$ cat config.mk
export PLATFORM = sky130hd
export DESIGN_NAME = uart_receive_control
export DESIGN_NICKNAME = d
export VERILOG_FILES = /design/src/uart_receive_control.v
export VERILOG_INCLUDE_DIRS = /design/src
export SDC_FILE = /design/constraint.sdc
export NUM_CORES = 1
export LEC_CHECK = 0
export BUFFER_PORTS_ARGS = -buffer_cell sky130_fd_sc_hd__buf_2
export CAP_MARGIN = 20
export CELL_PAD_IN_SITES_DETAIL_PLACEMENT = 1
export CELL_PAD_IN_SITES_GLOBAL_PLACEMENT = 1
export CORE_MARGIN = 5
export CORE_UTILIZATION = 36
export DETAILED_ROUTE_END_ITERATION = 10
export PLACE_DENSITY = 0.78
export SLEW_MARGIN = 15
export SYNTH_ARGS = -nofsm -noshare
export SYNTH_HDL_FRONTEND = slang
export SYNTH_SLANG_ARGS = --single-unit
$ cat constraint.sdc
create_clock -name hclk -period 5.7 [get_ports hclk]
set_input_delay 0.57 -clock hclk [delete_from_list [all_inputs] [get_ports hclk]]
set_output_delay 0.57 -clock hclk [all_outputs]
set_load 0.01 [all_outputs]
$ cat src/uart_rx_defines.vh
// register map, field positions, reset values and timing counts of the receive block
`ifndef UART_RX_DEFINES_VH
`define UART_RX_DEFINES_VH
// ---------------------------------------------------------------
// register byte addresses
// ---------------------------------------------------------------
`define ADDR_RSC        8'h00
`define ADDR_HOLD       8'h04
`define ADDR_DIV        8'h08
`define ADDR_CFG        8'h0C
`define ADDR_IRQ_STAT   8'h10
`define ADDR_IRQ_MASK   8'h14
// ---------------------------------------------------------------
// receive_status_control fields
// ---------------------------------------------------------------
`define RSC_ON          7
`define RSC_NINE        6
`define RSC_ONESHOT     5
`define RSC_CONT        4
`define RSC_ADDR        3
`define RSC_FRAME       2
`define RSC_OVER        1
`define RSC_BIT9        0
`define RSC_RESET       8'h00
// ---------------------------------------------------------------
// config fields and interrupt bits
// ---------------------------------------------------------------
`define CFG_HIGH        0
`define CFG_WIDE        1
`define CFG_SYNC        2
`define CFG_RESET       3'h0
`define DIV_RESET       16'h0000
`define IRQ_READY       0
`define IRQ_FRAME       1
`define IRQ_OVER        2
`define IRQ_RESET       3'h0
// ---------------------------------------------------------------
// bit time multipliers as shift counts
// ---------------------------------------------------------------
`define SHIFT_X4        5'h02
`define SHIFT_X16       5'h04
`define SHIFT_X64       5'h06
`endif

$ cat src/uart_receive_control.v
// receive control, status and receiver core of the serial port, with ahb-lite register access
// Function
// - port off clears and holds receiver reset
// - ninth-bit select picks 9- or 8-bit characters
// - one-shot sync receive, self-clearing; async ignores
// - continuous receive runs until cleared; overrides one-shot
// - address filter keeps only ninth-bit-set characters in 9-bit async mode
// - frame flag follows the buffered head character
// - overflow sets flag; clearing continuous receive clears
// - ninth bit readable; firmware interprets it
// - sync wide mode matches async high wide divisor
`timescale 1ns/1ps
`default_nettype none
`include "uart_rx_defines.vh"
module uart_receive_control (
    // clock and reset
    input  wire        hclk,
    input  wire        hresetn,
    // ahb-lite slave
    input  wire        hsel,
    input  wire [7:0]  haddr,
    input  wire [1:0]  htrans,
    input  wire        hwrite,
    input  wire [2:0]  hsize,
    input  wire        hready,
    input  wire [31:0] hwdata,
    output reg  [31:0] hrdata,
    output wire        hreadyout,
    output wire        hresp,
    // serial pins
    input  wire        rx_pin,
    output wire        sync_clk_out,
    output wire        sync_clk_oe,
    // interrupt
    output wire        irq
);
    // ---------------------------------------------------------------
    // state encoding
    // ---------------------------------------------------------------
    localparam [1:0] ST_IDLE  = 2'd0;
    localparam [1:0] ST_START = 2'd1;
    localparam [1:0] ST_DATA  = 2'd2;
    localparam [1:0] ST_STOP  = 2'd3;

    // ---------------------------------------------------------------
    // storage
    // ---------------------------------------------------------------
    reg  [7:0]  ctrl_reg;       // writable bits 7:3 only
    reg  [15:0] div_reg;        // baud_divisor_value
    reg  [2:0]  cfg_reg;        // high speed, wide, sync
    reg  [2:0]  irq_stat_reg;   // sticky events
    reg  [2:0]  irq_mask_reg;   // enables
    reg  [7:0]  hold_reg;       // receive_holding_byte
    reg         hold_bit9_reg;  // ninth bit of head
    reg         hold_frame_fault_flag_reg;  // frame fault of head
    reg         hold_full_reg;  // head is valid
    reg         over_reg;       // overflow_fault_flag
    reg         wr_pend_reg;    // write data phase pending
    reg  [7:0]  wr_addr_reg;    // latched write address
    reg  [1:0]  state_reg;      // receiver state
    reg  [22:0] timer_reg;      // cycles within a bit
    reg  [3:0]  bitcnt_reg;     // data bits taken
    reg  [8:0]  shift_reg;      // incoming bits, lsb first
    reg  [2:0]  sync_reg;       // pin synchroniser
    reg         rx_level_reg;   // filtered line level

    // ---------------------------------------------------------------
    // decoded controls
    // ---------------------------------------------------------------
    wire port_on   = ctrl_reg[`RSC_ON];
    wire nine      = ctrl_reg[`RSC_NINE];
    wire oneshot   = ctrl_reg[`RSC_ONESHOT];
    wire cont      = ctrl_reg[`RSC_CONT];
    wire addr_filt = ctrl_reg[`RSC_ADDR];
    wire sync_mode = cfg_reg[`CFG_SYNC];
    // async needs continuous receive; sync takes either, continuous first
    wire rx_run    = port_on & ~over_reg & (cont | (sync_mode & oneshot));

    // ---------------------------------------------------------------
    // bit length from divisor and speed selects
    // ---------------------------------------------------------------
    // sync uses the fast wide relation whenever wide is selected
    reg  [4:0]  mult_shift;
    always @* begin
        if ((cfg_reg[`CFG_HIGH] & cfg_reg[`CFG_WIDE]) | (sync_mode & cfg_reg[`CFG_WIDE])) begin
            mult_shift = `SHIFT_X4;
        end else if (cfg_reg[`CFG_HIGH] | cfg_reg[`CFG_WIDE]) begin
            mult_shift = `SHIFT_X16;
        end else begin
            mult_shift = `SHIFT_X64;
        end
    end
    wire [22:0] bit_len  = {7'h00, div_reg} + 23'h000001 << mult_shift;
    wire [22:0] half_len = {1'b0, bit_len[22:1]};
    wire [22:0] bit_last = bit_len - 23'h000001;
    // character length in data bits
    wire [3:0]  char_bits = nine ? 4'h9 : 4'h8;

    // ---------------------------------------------------------------
    // ahb-lite slave: zero wait states, always okay
    // ---------------------------------------------------------------
    assign hreadyout = 1'b1;
    assign hresp     = 1'b0;
    wire   acc   = hsel & hready & htrans[1];
    wire   rd_en = acc & ~hwrite;
    wire   wr_en = wr_pend_reg;
    // reading the holding byte removes the head character
    wire   pop   = rd_en & (haddr == `ADDR_HOLD);

    // read data is registered in the address phase
    reg [31:0] rd_next;
    always @* begin
        rd_next = 32'h00000000;
        if (haddr == `ADDR_RSC) begin
            rd_next[7:0] = {ctrl_reg[7:3], hold_frame_fault_flag_reg & hold_full_reg, over_reg, hold_bit9_reg};
        end else if (haddr == `ADDR_HOLD) begin
            rd_next[7:0] = hold_reg;
        end else if (haddr == `ADDR_DIV) begin
            rd_next[15:0] = div_reg;
        end else if (haddr == `ADDR_CFG) begin
            rd_next[2:0] = cfg_reg;
        end else if (haddr == `ADDR_IRQ_STAT) begin
            rd_next[2:0] = irq_stat_reg;
        end else if (haddr == `ADDR_IRQ_MASK) begin
            rd_next[2:0] = irq_mask_reg;
        end
    end

    // address phase capture and read data
    always @(posedge hclk or negedge hresetn) begin
        if (!hresetn) begin
            wr_pend_reg <= 1'b0;
            wr_addr_reg <= 8'h00;
            hrdata      <= 32'h00000000;
        end else begin
            wr_pend_reg <= acc & hwrite;
            if (acc) begin
                wr_addr_reg <= haddr;
            end
            if (rd_en) begin
                hrdata <= rd_next;
            end
        end
    end

    // ---------------------------------------------------------------
    // pin synchroniser: change accepted when stages 2 and 3 agree
    // ---------------------------------------------------------------
    always @(posedge hclk or negedge hresetn) begin
        if (!hresetn) begin
            sync_reg     <= 3'h7;
            rx_level_reg <= 1'b1;
        end else begin
            sync_reg <= {sync_reg[1:0], rx_pin};
            if (sync_reg[1] == sync_reg[2]) begin
                rx_level_reg <= sync_reg[2];
            end
        end
    end

    // ---------------------------------------------------------------
    // receiver state machine
    // ---------------------------------------------------------------
    wire at_last  = (timer_reg == bit_last);
    wire at_half  = (timer_reg == half_len);
    wire last_bit = (bitcnt_reg == char_bits - 4'h1);
    // async stop is sampled one full bit after the last data sample, well inside the stop bit
    wire done_async = (state_reg == ST_STOP) & at_last & ~sync_mode;
    wire done_sync  = (state_reg == ST_DATA) & at_last & last_bit & sync_mode;
    wire done       = done_async | done_sync;
    // assembled character, aligned to bit 0
    wire [8:0] char_word = nine ? shift_reg : {1'b0, shift_reg[8:1]};
    // address filter only acts in 9-bit async mode
    wire keep = ~(addr_filt & nine & ~sync_mode & ~char_word[8]);
    wire frame_bad = done_async & ~rx_level_reg;

    always @(posedge hclk or negedge hresetn) begin
        if (!hresetn) begin
            state_reg  <= ST_IDLE;
            timer_reg  <= 23'h000000;
            bitcnt_reg <= 4'h0;
            shift_reg  <= 9'h000;
        end else if (!rx_run) begin
            // disabled port or stalled receiver sits idle
            state_reg  <= ST_IDLE;
            timer_reg  <= 23'h000000;
            bitcnt_reg <= 4'h0;
        end else begin
            case (state_reg)
                ST_IDLE: begin
                    timer_reg  <= 23'h000000;
                    bitcnt_reg <= 4'h0;
                    if (sync_mode) begin
                        // master starts clocking immediately
                        state_reg <= ST_DATA;
                    end else if (!rx_level_reg) begin
                        state_reg <= ST_START;
                    end
                end
                ST_START: begin
                    timer_reg <= timer_reg + 23'h000001;
                    if (at_half) begin
                        // a glitch shorter than half a bit is rejected
                        timer_reg <= 23'h000000;
                        state_reg <= rx_level_reg ? ST_IDLE : ST_DATA;
                    end
                end
                ST_DATA: begin
                    timer_reg <= at_last ? 23'h000000 : timer_reg + 23'h000001;
                    // async samples one full bit after a centre; sync at clock rise
                    if ((sync_mode & at_half) | (~sync_mode & at_last)) begin
                        shift_reg <= {rx_level_reg, shift_reg[8:1]};
                    end
                    if (at_last) begin
                        bitcnt_reg <= bitcnt_reg + 4'h1;
                        if (last_bit) begin
                            state_reg <= sync_mode ? ST_IDLE : ST_STOP;
                        end
                    end
                end
                ST_STOP: begin
                    timer_reg <= timer_reg + 23'h000001;
                    if (at_last) begin
                        state_reg <= ST_IDLE;
                    end
                end
                default: begin
                    state_reg <= ST_IDLE;
                end
            endcase
        end
    end

    // sync master clock: low first half, high second half of each bit
    assign sync_clk_oe  = port_on & sync_mode;
    assign sync_clk_out = (state_reg == ST_DATA) & sync_mode & (timer_reg >= half_len);

    // ---------------------------------------------------------------
    // holding byte, fault flags and control register
    // ---------------------------------------------------------------
    wire deliver = done & keep & ~hold_full_reg;
    // a kept character with the head still unread overflows
    wire overflow = done & keep & hold_full_reg & ~pop;
    wire wr_ctrl  = wr_en & (wr_addr_reg == `ADDR_RSC);

    always @(posedge hclk or negedge hresetn) begin
        if (!hresetn) begin
            ctrl_reg      <= `RSC_RESET;
            hold_reg      <= 8'h00;
            hold_bit9_reg <= 1'b0;
            hold_frame_fault_flag_reg <= 1'b0;
            hold_full_reg <= 1'b0;
            over_reg      <= 1'b0;
        end else begin
            if (wr_ctrl) begin
                ctrl_reg[7:3] <= hwdata[7:3];
            end else if (done_sync & ~cont) begin
                // one-shot clears itself once its character is in
                ctrl_reg[`RSC_ONESHOT] <= 1'b0;
            end
            if (!port_on) begin
                // disabled port drops buffered data and faults
                hold_full_reg <= 1'b0;
                hold_frame_fault_flag_reg <= 1'b0;
                hold_bit9_reg <= 1'b0;
                over_reg      <= 1'b0;
            end else begin
                if (deliver | (done & keep & pop)) begin
                    hold_reg      <= char_word[7:0];
                    hold_bit9_reg <= char_word[8] & nine;
                    hold_frame_fault_flag_reg <= frame_bad;
                    hold_full_reg <= 1'b1;
                end else if (pop) begin
                    hold_full_reg <= 1'b0;
                end
                if (overflow) begin
                    over_reg <= 1'b1;
                end else if (!cont) begin
                    over_reg <= 1'b0;
                end
            end
        end
    end

    // ---------------------------------------------------------------
    // divisor, config and interrupt registers
    // ---------------------------------------------------------------
    // a character loaded in the cycle of a pop still reports its framing fault
    wire [2:0] events = {overflow, (deliver | (done & keep & pop)) & frame_bad, deliver | (done & keep & pop)};
    always @(posedge hclk or negedge hresetn) begin
        if (!hresetn) begin
            div_reg      <= `DIV_RESET;
            cfg_reg      <= `CFG_RESET;
            irq_stat_reg <= `IRQ_RESET;
            irq_mask_reg <= `IRQ_RESET;
        end else begin
            if (wr_en & (wr_addr_reg == `ADDR_DIV)) begin
                div_reg <= hwdata[15:0];
            end
            if (wr_en & (wr_addr_reg == `ADDR_CFG)) begin
                cfg_reg <= hwdata[2:0];
            end
            if (wr_en & (wr_addr_reg == `ADDR_IRQ_MASK)) begin
                irq_mask_reg <= hwdata[2:0];
            end
            // a new event wins over a write-one clear in the same cycle
            if (wr_en & (wr_addr_reg == `ADDR_IRQ_STAT)) begin
                irq_stat_reg <= (irq_stat_reg & ~hwdata[2:0]) | events;
            end else begin
                irq_stat_reg <= irq_stat_reg | events;
            end
        end
    end

    assign irq = |(irq_stat_reg & irq_mask_reg);
endmodule // uart_receive_control
`default_nettype wire

# Yosys cells after proc, flatten, opt, wreduce, memory -nomap -nowiden

Cells that the tools add are included.

$add $sub $neg: 5
Multiply operators: 0
Div/mod/pow operators: 0
$lt $le $gt $ge: 1
Equal/unequal tests: 25
Shift operators: 1
Multiplexer cells: 43
Bitwise logic cells: 58
Reductions and logical operators: 9

Operators by type and width:

| kind                    | count |
|---|---|
| $pmux W23 S4            | 1 |
| $mux W23                | 3 |
| $and A1 B1 Y1           | 38 |
| $eq A8 B4 Y1 const B    | 4 |
| $eq A8 B5 Y1 const B    | 4 |
| $mux W8                 | 4 |
| $add A23 B1 Y23 const B | 1 |
| $eq A23 B22 Y1          | 1 |
| $eq A23 B23 Y1          | 1 |
| $ge A23 B22 Y1          | 1 |
| $shl A17 B5 Y23         | 1 |
| $sub A23 B1 Y23 const B | 1 |
| $mux W2                 | 10 |
| $add A16 B1 Y17 const B | 1 |
| $logic_not A8 Y1        | 2 |
| $mux W3                 | 5 |
| $mux W1                 | 13 |
| $mux W13                | 1 |
| $ne A3 B3 Y1 const B    | 4 |
| $mux W9                 | 1 |
| $not A1 Y1              | 9 |
| $eq A8 B3 Y1 const B    | 1 |
| $mux W4                 | 2 |
| $pmux W2 S4             | 1 |
| 22 further kinds        | 32 |

Flip-flop bits (word level): 109
Bits in latches: 0
RAM bits: 0
Bits in read-only memories: 0
Input port bits: 51
Output and inout port bits: 37
Word-level logic and storage cells: 162
Memories kept: 0

# Depth between registers and ports, before layout

Word-level depth: 16
Mapped depth: 19
Gate-level depth less buffers: 16

# Least setup slack after synthesis

OpenSTA, ideal clock, no wires.

Path type: flip-flop to flip-flop
From: reg div_reg[1]
To: reg timer_reg[13]
Library setup time: 0.136 ns
Arrival time: 4.267 ns
Required time: 5.564 ns
Path slack: 1.296 ns
Stages on the path, launching flop included: 16
Buffers on the path: 2
Period minus slack after synthesis: 4.404 ns
Cell sequence: dfrtp_1 ha_1 xor2_1 a211o_1 a22oi_4 nor3b_4 nand3_2 or3_1 a2111oi_2 o2111ai_1 or4_1 buf_4 or4_4 a22oi_4 buf_6 nor3_2

Cells in the longest elaborated chain, start to end: 7
Elaborated cells between the ends (all ways): 9
Classes of those cells: add/sub (2); eq/ne (2); shift (1); mux (4)

Ends and longest elaborated chain:

| element                | RTL line                   | RTL |
|---|---|---|
| start, declared        | uart_receive_control.v:49  | `reg [15:0] div_reg;` |
| start signal, assigned | uart_receive_control.v:292 | `` div_reg <= `DIV_RESET; `` |
| start signal, assigned | uart_receive_control.v:298 | `div_reg <= hwdata[15:0];` |
| $add A16 B1 Y17 *      | uart_receive_control.v:93  | `wire [22:0] bit_len = {7'h00, div_reg} + 23'h000001 << mult_shift;` |
| $shl A17 B5 Y23 *      | uart_receive_control.v:93  |  |
| $sub A23 B1 Y23        | uart_receive_control.v:95  | `wire [22:0] bit_last = bit_len - 23'h000001;` |
| $eq A23 B23 Y1         | uart_receive_control.v:164 | `wire at_last = (timer_reg == bit_last);` |
| $mux W23               | uart_receive_control.v:209 | `timer_reg <= at_last ? 23'h000000 : timer_reg + 23'h000001;` |
| $pmux W23 S4 *         | uart_receive_control.v:189 | `case (state_reg)` |
| $mux W23 *             | uart_receive_control.v:183 | `end else if (!rx_run) begin` |
| end signal, assigned   | uart_receive_control.v:201 | `timer_reg <= timer_reg + 23'h000001;` |
| end signal, assigned   | uart_receive_control.v:209 |  |
| end signal, assigned   | uart_receive_control.v:222 | `timer_reg <= timer_reg + 23'h000001;` |
| end, declared          | uart_receive_control.v:61  | `reg [22:0] timer_reg;` |

Every way passes the cells marked *; elsewhere a longest branch is shown, timed or not.
A chain may end at the register's enable or synchronous reset.

# Worst setup path after layout

From: reg cfg_reg[1]
To: reg shift_reg[5]

Cells in the longest elaborated chain, start to end: 9
Elaborated cells between the ends (all ways): 14
Classes of those cells: add/sub (1); eq/ne (2); shift (1); mux (2); bitwise (7); reduce/logical (1)

Ends and longest elaborated chain:

| element                                              | RTL line                                             | RTL |
|---|---|---|
| start, declared                                      | uart_receive_control.v:50                            | `reg [2:0] cfg_reg;` |
| start signal, assigned                               | uart_receive_control.v:293                           | `` cfg_reg <= `CFG_RESET; `` |
| start signal, assigned                               | uart_receive_control.v:301                           | `cfg_reg <= hwdata[2:0];` |
| $and A1 B1 Y1 / $or A1 B1 Y1 (equally long branches) | uart_receive_control.v:85, uart_receive_control.v:87 |  |
| $or A1 B1 Y1 / $mux W2 (equally long branches)       | uart_receive_control.v:85, uart_receive_control.v:87 |  |
| $mux W5 *                                            | uart_receive_control.v:85                            | `` if ((cfg_reg[`CFG_HIGH] & cfg_reg[`CFG_WIDE]) \| (sync_mode & cfg_reg[`CFG_WIDE])) begin `` |
| $shl A17 B5 Y23 *                                    | uart_receive_control.v:93                            |  |
| $sub A23 B1 Y23                                      | uart_receive_control.v:95                            |  |
| $eq A23 B23 Y1                                       | uart_receive_control.v:164                           |  |
| $and A1 B1 Y1                                        | uart_receive_control.v:211                           | `if ((sync_mode & at_half) \| (~sync_mode & at_last)) begin` |
| $or A1 B1 Y1 *                                       | uart_receive_control.v:211                           |  |
| $reduce_and A3 Y1 (no source line) *                 | -                                                    |  |
| end signal, assigned                                 | uart_receive_control.v:212                           | `shift_reg <= {rx_level_reg, shift_reg[8:1]};` |
| end, declared                                        | uart_receive_control.v:63                            | `reg [8:0] shift_reg;` |

Marked as above.

==> impl_metrics.env <==
export IMPL_die_area_sq_um=25100
export IMPL_yosysMostFrequentCell="dfrtp_1"
export IMPL_cp_slowest_cell="dfrtp_1"
export IMPL_cap_violations=0
export IMPL_track_usage_pct=18.2
export IMPL_drtIter0Drc=333
export IMPL_synth_seq_cells=109
export IMPL_critPathMostFrequentCell="o2111ai_1"
export IMPL_grt_max_degree=61
export IMPL_intPower_w=0.00132
export IMPL_clock_path_buffers=2
export IMPL_max_freq_mhz=189
export IMPL_ys_types=93
export IMPL_grt_pass1_wl_mm=36.6
export IMPL_ys_seq_area_share_pct=34.4
export IMPL_routedWlPerCell_microns=18.4
export IMPL_critPathMaxFanout=25
export IMPL_final_util_pct=40.2
export IMPL_p_sw_w=0.000622
export IMPL_hold_violations=0
export IMPL_vias_per_cell=5.54
export IMPL_min_path_type="in2async"
export IMPL_gp_congestion=0.854
export IMPL_timing_final_crit_share_pct=92.9
export IMPL_area_delta_synth_final_pct=10.2
export IMPL_critical_path_top_delay_family="simple AND/OR/NAND/NOR gates"
export IMPL_async_reset_ff_share_pct=100
export IMPL_largest_reg_flops=23
export IMPL_skew_ps=16.2
export IMPL_fin_tns_setup_ps=0
export IMPL_layout_drive_gt1_share_pct=20.8
export IMPL_post_route_min_period_ps=5300
export IMPL_reg2reg_from="cfg_reg[1]"
export IMPL_first_pass_iters=5
export IMPL_yosysWarnings=0
export IMPL_swShare_pct=32.1
export IMPL_wirelength_mm=21.9
export IMPL_cts_tree="yes"
export IMPL_clkTransAtPathRegs_ps=80
export IMPL_maxSlewHeadroom_pct=31.0
export IMPL_drc_errors=0
export IMPL_grt_pass1_vias=6931
export IMPL_layout_area_seq_sq_um=2730
export IMPL_path_buf_inv=0
export IMPL_startpoint="cfg_reg[1]"
export IMPL_die_w_microns=158
export IMPL_fin_ws_ps=404
export IMPL_clkPwrFrac_pct=35.5
export IMPL_multi_input_area_sq_um=4800
export IMPL_crit_type="reg2reg"
export IMPL_htree_levels=3
export IMPL_cts_setup_buffers=0
export IMPL_cts_resized=0
export IMPL_p_seq_share_pct=43.8
export IMPL_yosysTopAreaCellShare_pct=33.1
export IMPL_critPathLaunchType="register"
export IMPL_cts_root_buffer="clkbuf_16"
export IMPL_slowest_delay_ps=910
export IMPL_holdBufCountCts=0
export IMPL_critPathArrivalTime_ps=5550
export IMPL_crit_required_ps=5950
export IMPL_hpwl_mm=16.8
export IMPL_antenna_found_initial=0
export IMPL_tightest_slew_ps=1040
export IMPL_pre_cts_ws_ps=477
export IMPL_coreArea_sq_um=21800
export IMPL_status="finished clean"
export IMPL_detail_route_antenna_nets=0
export IMPL_synth_edf_count=0
export IMPL_rows=54
export IMPL_grt_overflow=0
export IMPL_synth_area_leaders="dfrtp_1, mux2_2, ha_1, nand2_1, xnor2_1"
export IMPL_die_h_microns=158
export IMPL_cts_made_buffers=9
export IMPL_ios=88
export IMPL_synth_main_ff_cell="dfrtp_1"
export IMPL_num_antenna_cells=0
export IMPL_syn_avg_cell_area_sq_um=9.08
export IMPL_ys_top_cells_by_count="dfrtp_1, nand2_1, nor2_1"
export IMPL_fin_hold_ws_ps=208
export IMPL_power_density_nw_per_um2=222
export IMPL_n_fill_cell=2544
export IMPL_insertion_delay_ps=370
export IMPL_ir_drop_v=0.000146
export IMPL_finalSetupViolCount=0
export IMPL_rsz0062_at_grt="false"
export IMPL_numPortBuffers=49
export IMPL_final_nets=988
export IMPL_syn_inst=874
export IMPL_synth_top_area_cell="dfrtp_1"
export IMPL_comb_power_share_pct=20.8
export IMPL_clock_sinks=109
export IMPL_leakagePower_nw=3.65
export IMPL_initial_utilization_pct=36.5
export IMPL_vias=6624
export IMPL_cp_cell_sequence="nor3b_2 -> nor2_2 -> a211o_1 -> o2111ai_1 -> xor2_1 -> or3_1 -> a2111oi_2 -> o2111ai_1 -> or4_1 -> nor4_1 -> o21ai_1 -> mux2_2"
export IMPL_slew_viol_final=0
export IMPL_crit_path_end_kind="register"
export IMPL_syn_area_sq_um=7940
-- per-layer routing --
metal	up-vias	wire, microns	global-route usage (%)
li1	3201	-	-
met1	3309	10000	24.1
met2	91	11000	31.6
met3	23	601	2.01
met4	0	331	4.67
met5	-	0	0
-- layout make-up --
type                       count  share of cell area [%]
multi-input combinational    689                    54.9
sequential                   109                    31.3
timing repair buffer          71                    4.87
tap                          280                    4.01
clock buffer                   9                    2.58
inverter                      30                    1.29
clock inverter                 7                    1.13
-- power groups by stage --
| stage | logic (W) | registers (W) | clock network, W |
|---|---|---|---|
| global route | 0.000448 | 0.000853 | 0.000736 |
| CTS | 0.000403 | 0.000847 | 0.000702 |
| floorplan | 0.000318 | 0.000834 | 0 |
| finish | 0.000403 | 0.000848 | 0.000687 |
| global placement | 0.000387 | 0.000860 | 0 |
| detailed placement | 0.000400 | 0.000863 | 0 |
-- worst register-to-register path, cell delays in order (launching register included) --
cell,delay (ps)
dfrtp_1,910
nor3b_2,550
nor2_2,170
a211o_1,320
o2111ai_1,220
xor2_1,160
or3_1,350
a2111oi_2,430
o2111ai_1,170
or4_1,760
nor4_1,400
o21ai_1,360
mux2_2,380
-- cells in the final DEF, fill, tap and decap left out, types with 7 or more instances in the layout --
cell type	synthesis	routed
nand2b_1	8	8
nor2_1	60	60
nor4_1	16	16
o21a_1	11	11
nor3_2	11	11
nor2b_1	8	8
conb_1	2	21
xor2_1	23	23
and2_1	7	7
o22ai_1	7	7
mux2_2	53	53
or3_1	11	11
buf_4	23	22
a21o_1	8	8
clkbuf_16	0	9
and3_1	7	7
xnor2_1	32	32
ha_1	27	27
nand4_1	14	14
inv_1	29	29
nand2_1	88	88
dfrtp_1	105	105
o21ai_0	52	52
nor3_1	31	31
a31oi_1	8	8
a21oi_1	29	29
mux2i_1	18	18
nand3_1	33	33
a211o_1	7	7
buf_2	10	48
-- metrics by stage --
stage / std cells / cell area (sq um) / total power, W
after floorplan: 893 / 8010 / 0.00115
after global placement: 1179 / 8420 / 0.00125
after detailed placement: 1179 / 8420 / 0.00126
after CTS: 1195 / 8740 / 0.00195
after global routing: 1195 / 8740 / 0.00204
final: 1195 / 8740 / 0.00194
-- cells by family after synthesis --
group	after synthesis	share of synthesized area, %
buffers and inverters	95	6.02
xor gates and xnor gates	55	6.07
other	2	0.0946
and+or+nand+nor	334	23.2
adders and majority gates	28	4.38
AOI/OAI and AO/OA	180	16.0
muxes	71	9.79
DFF	109	34.4
-- path summary, 6_finish.rpt --
path / depth (start not counted) / slack [ps] / end
hold reg to reg: 0 / 360 / sync_reg[1]
hold / removal: 1 / 210 / shift_reg[1]
max in group asynchronous: 2 / 4260 / state_reg[0]
min in group hclk: 1 / 300 / sync_reg[0]
setup / recovery: 12 / 400 / shift_reg[5]
setup reg to reg: 12 / 400 / shift_reg[5]
Power figures use the tool's default switching activity.
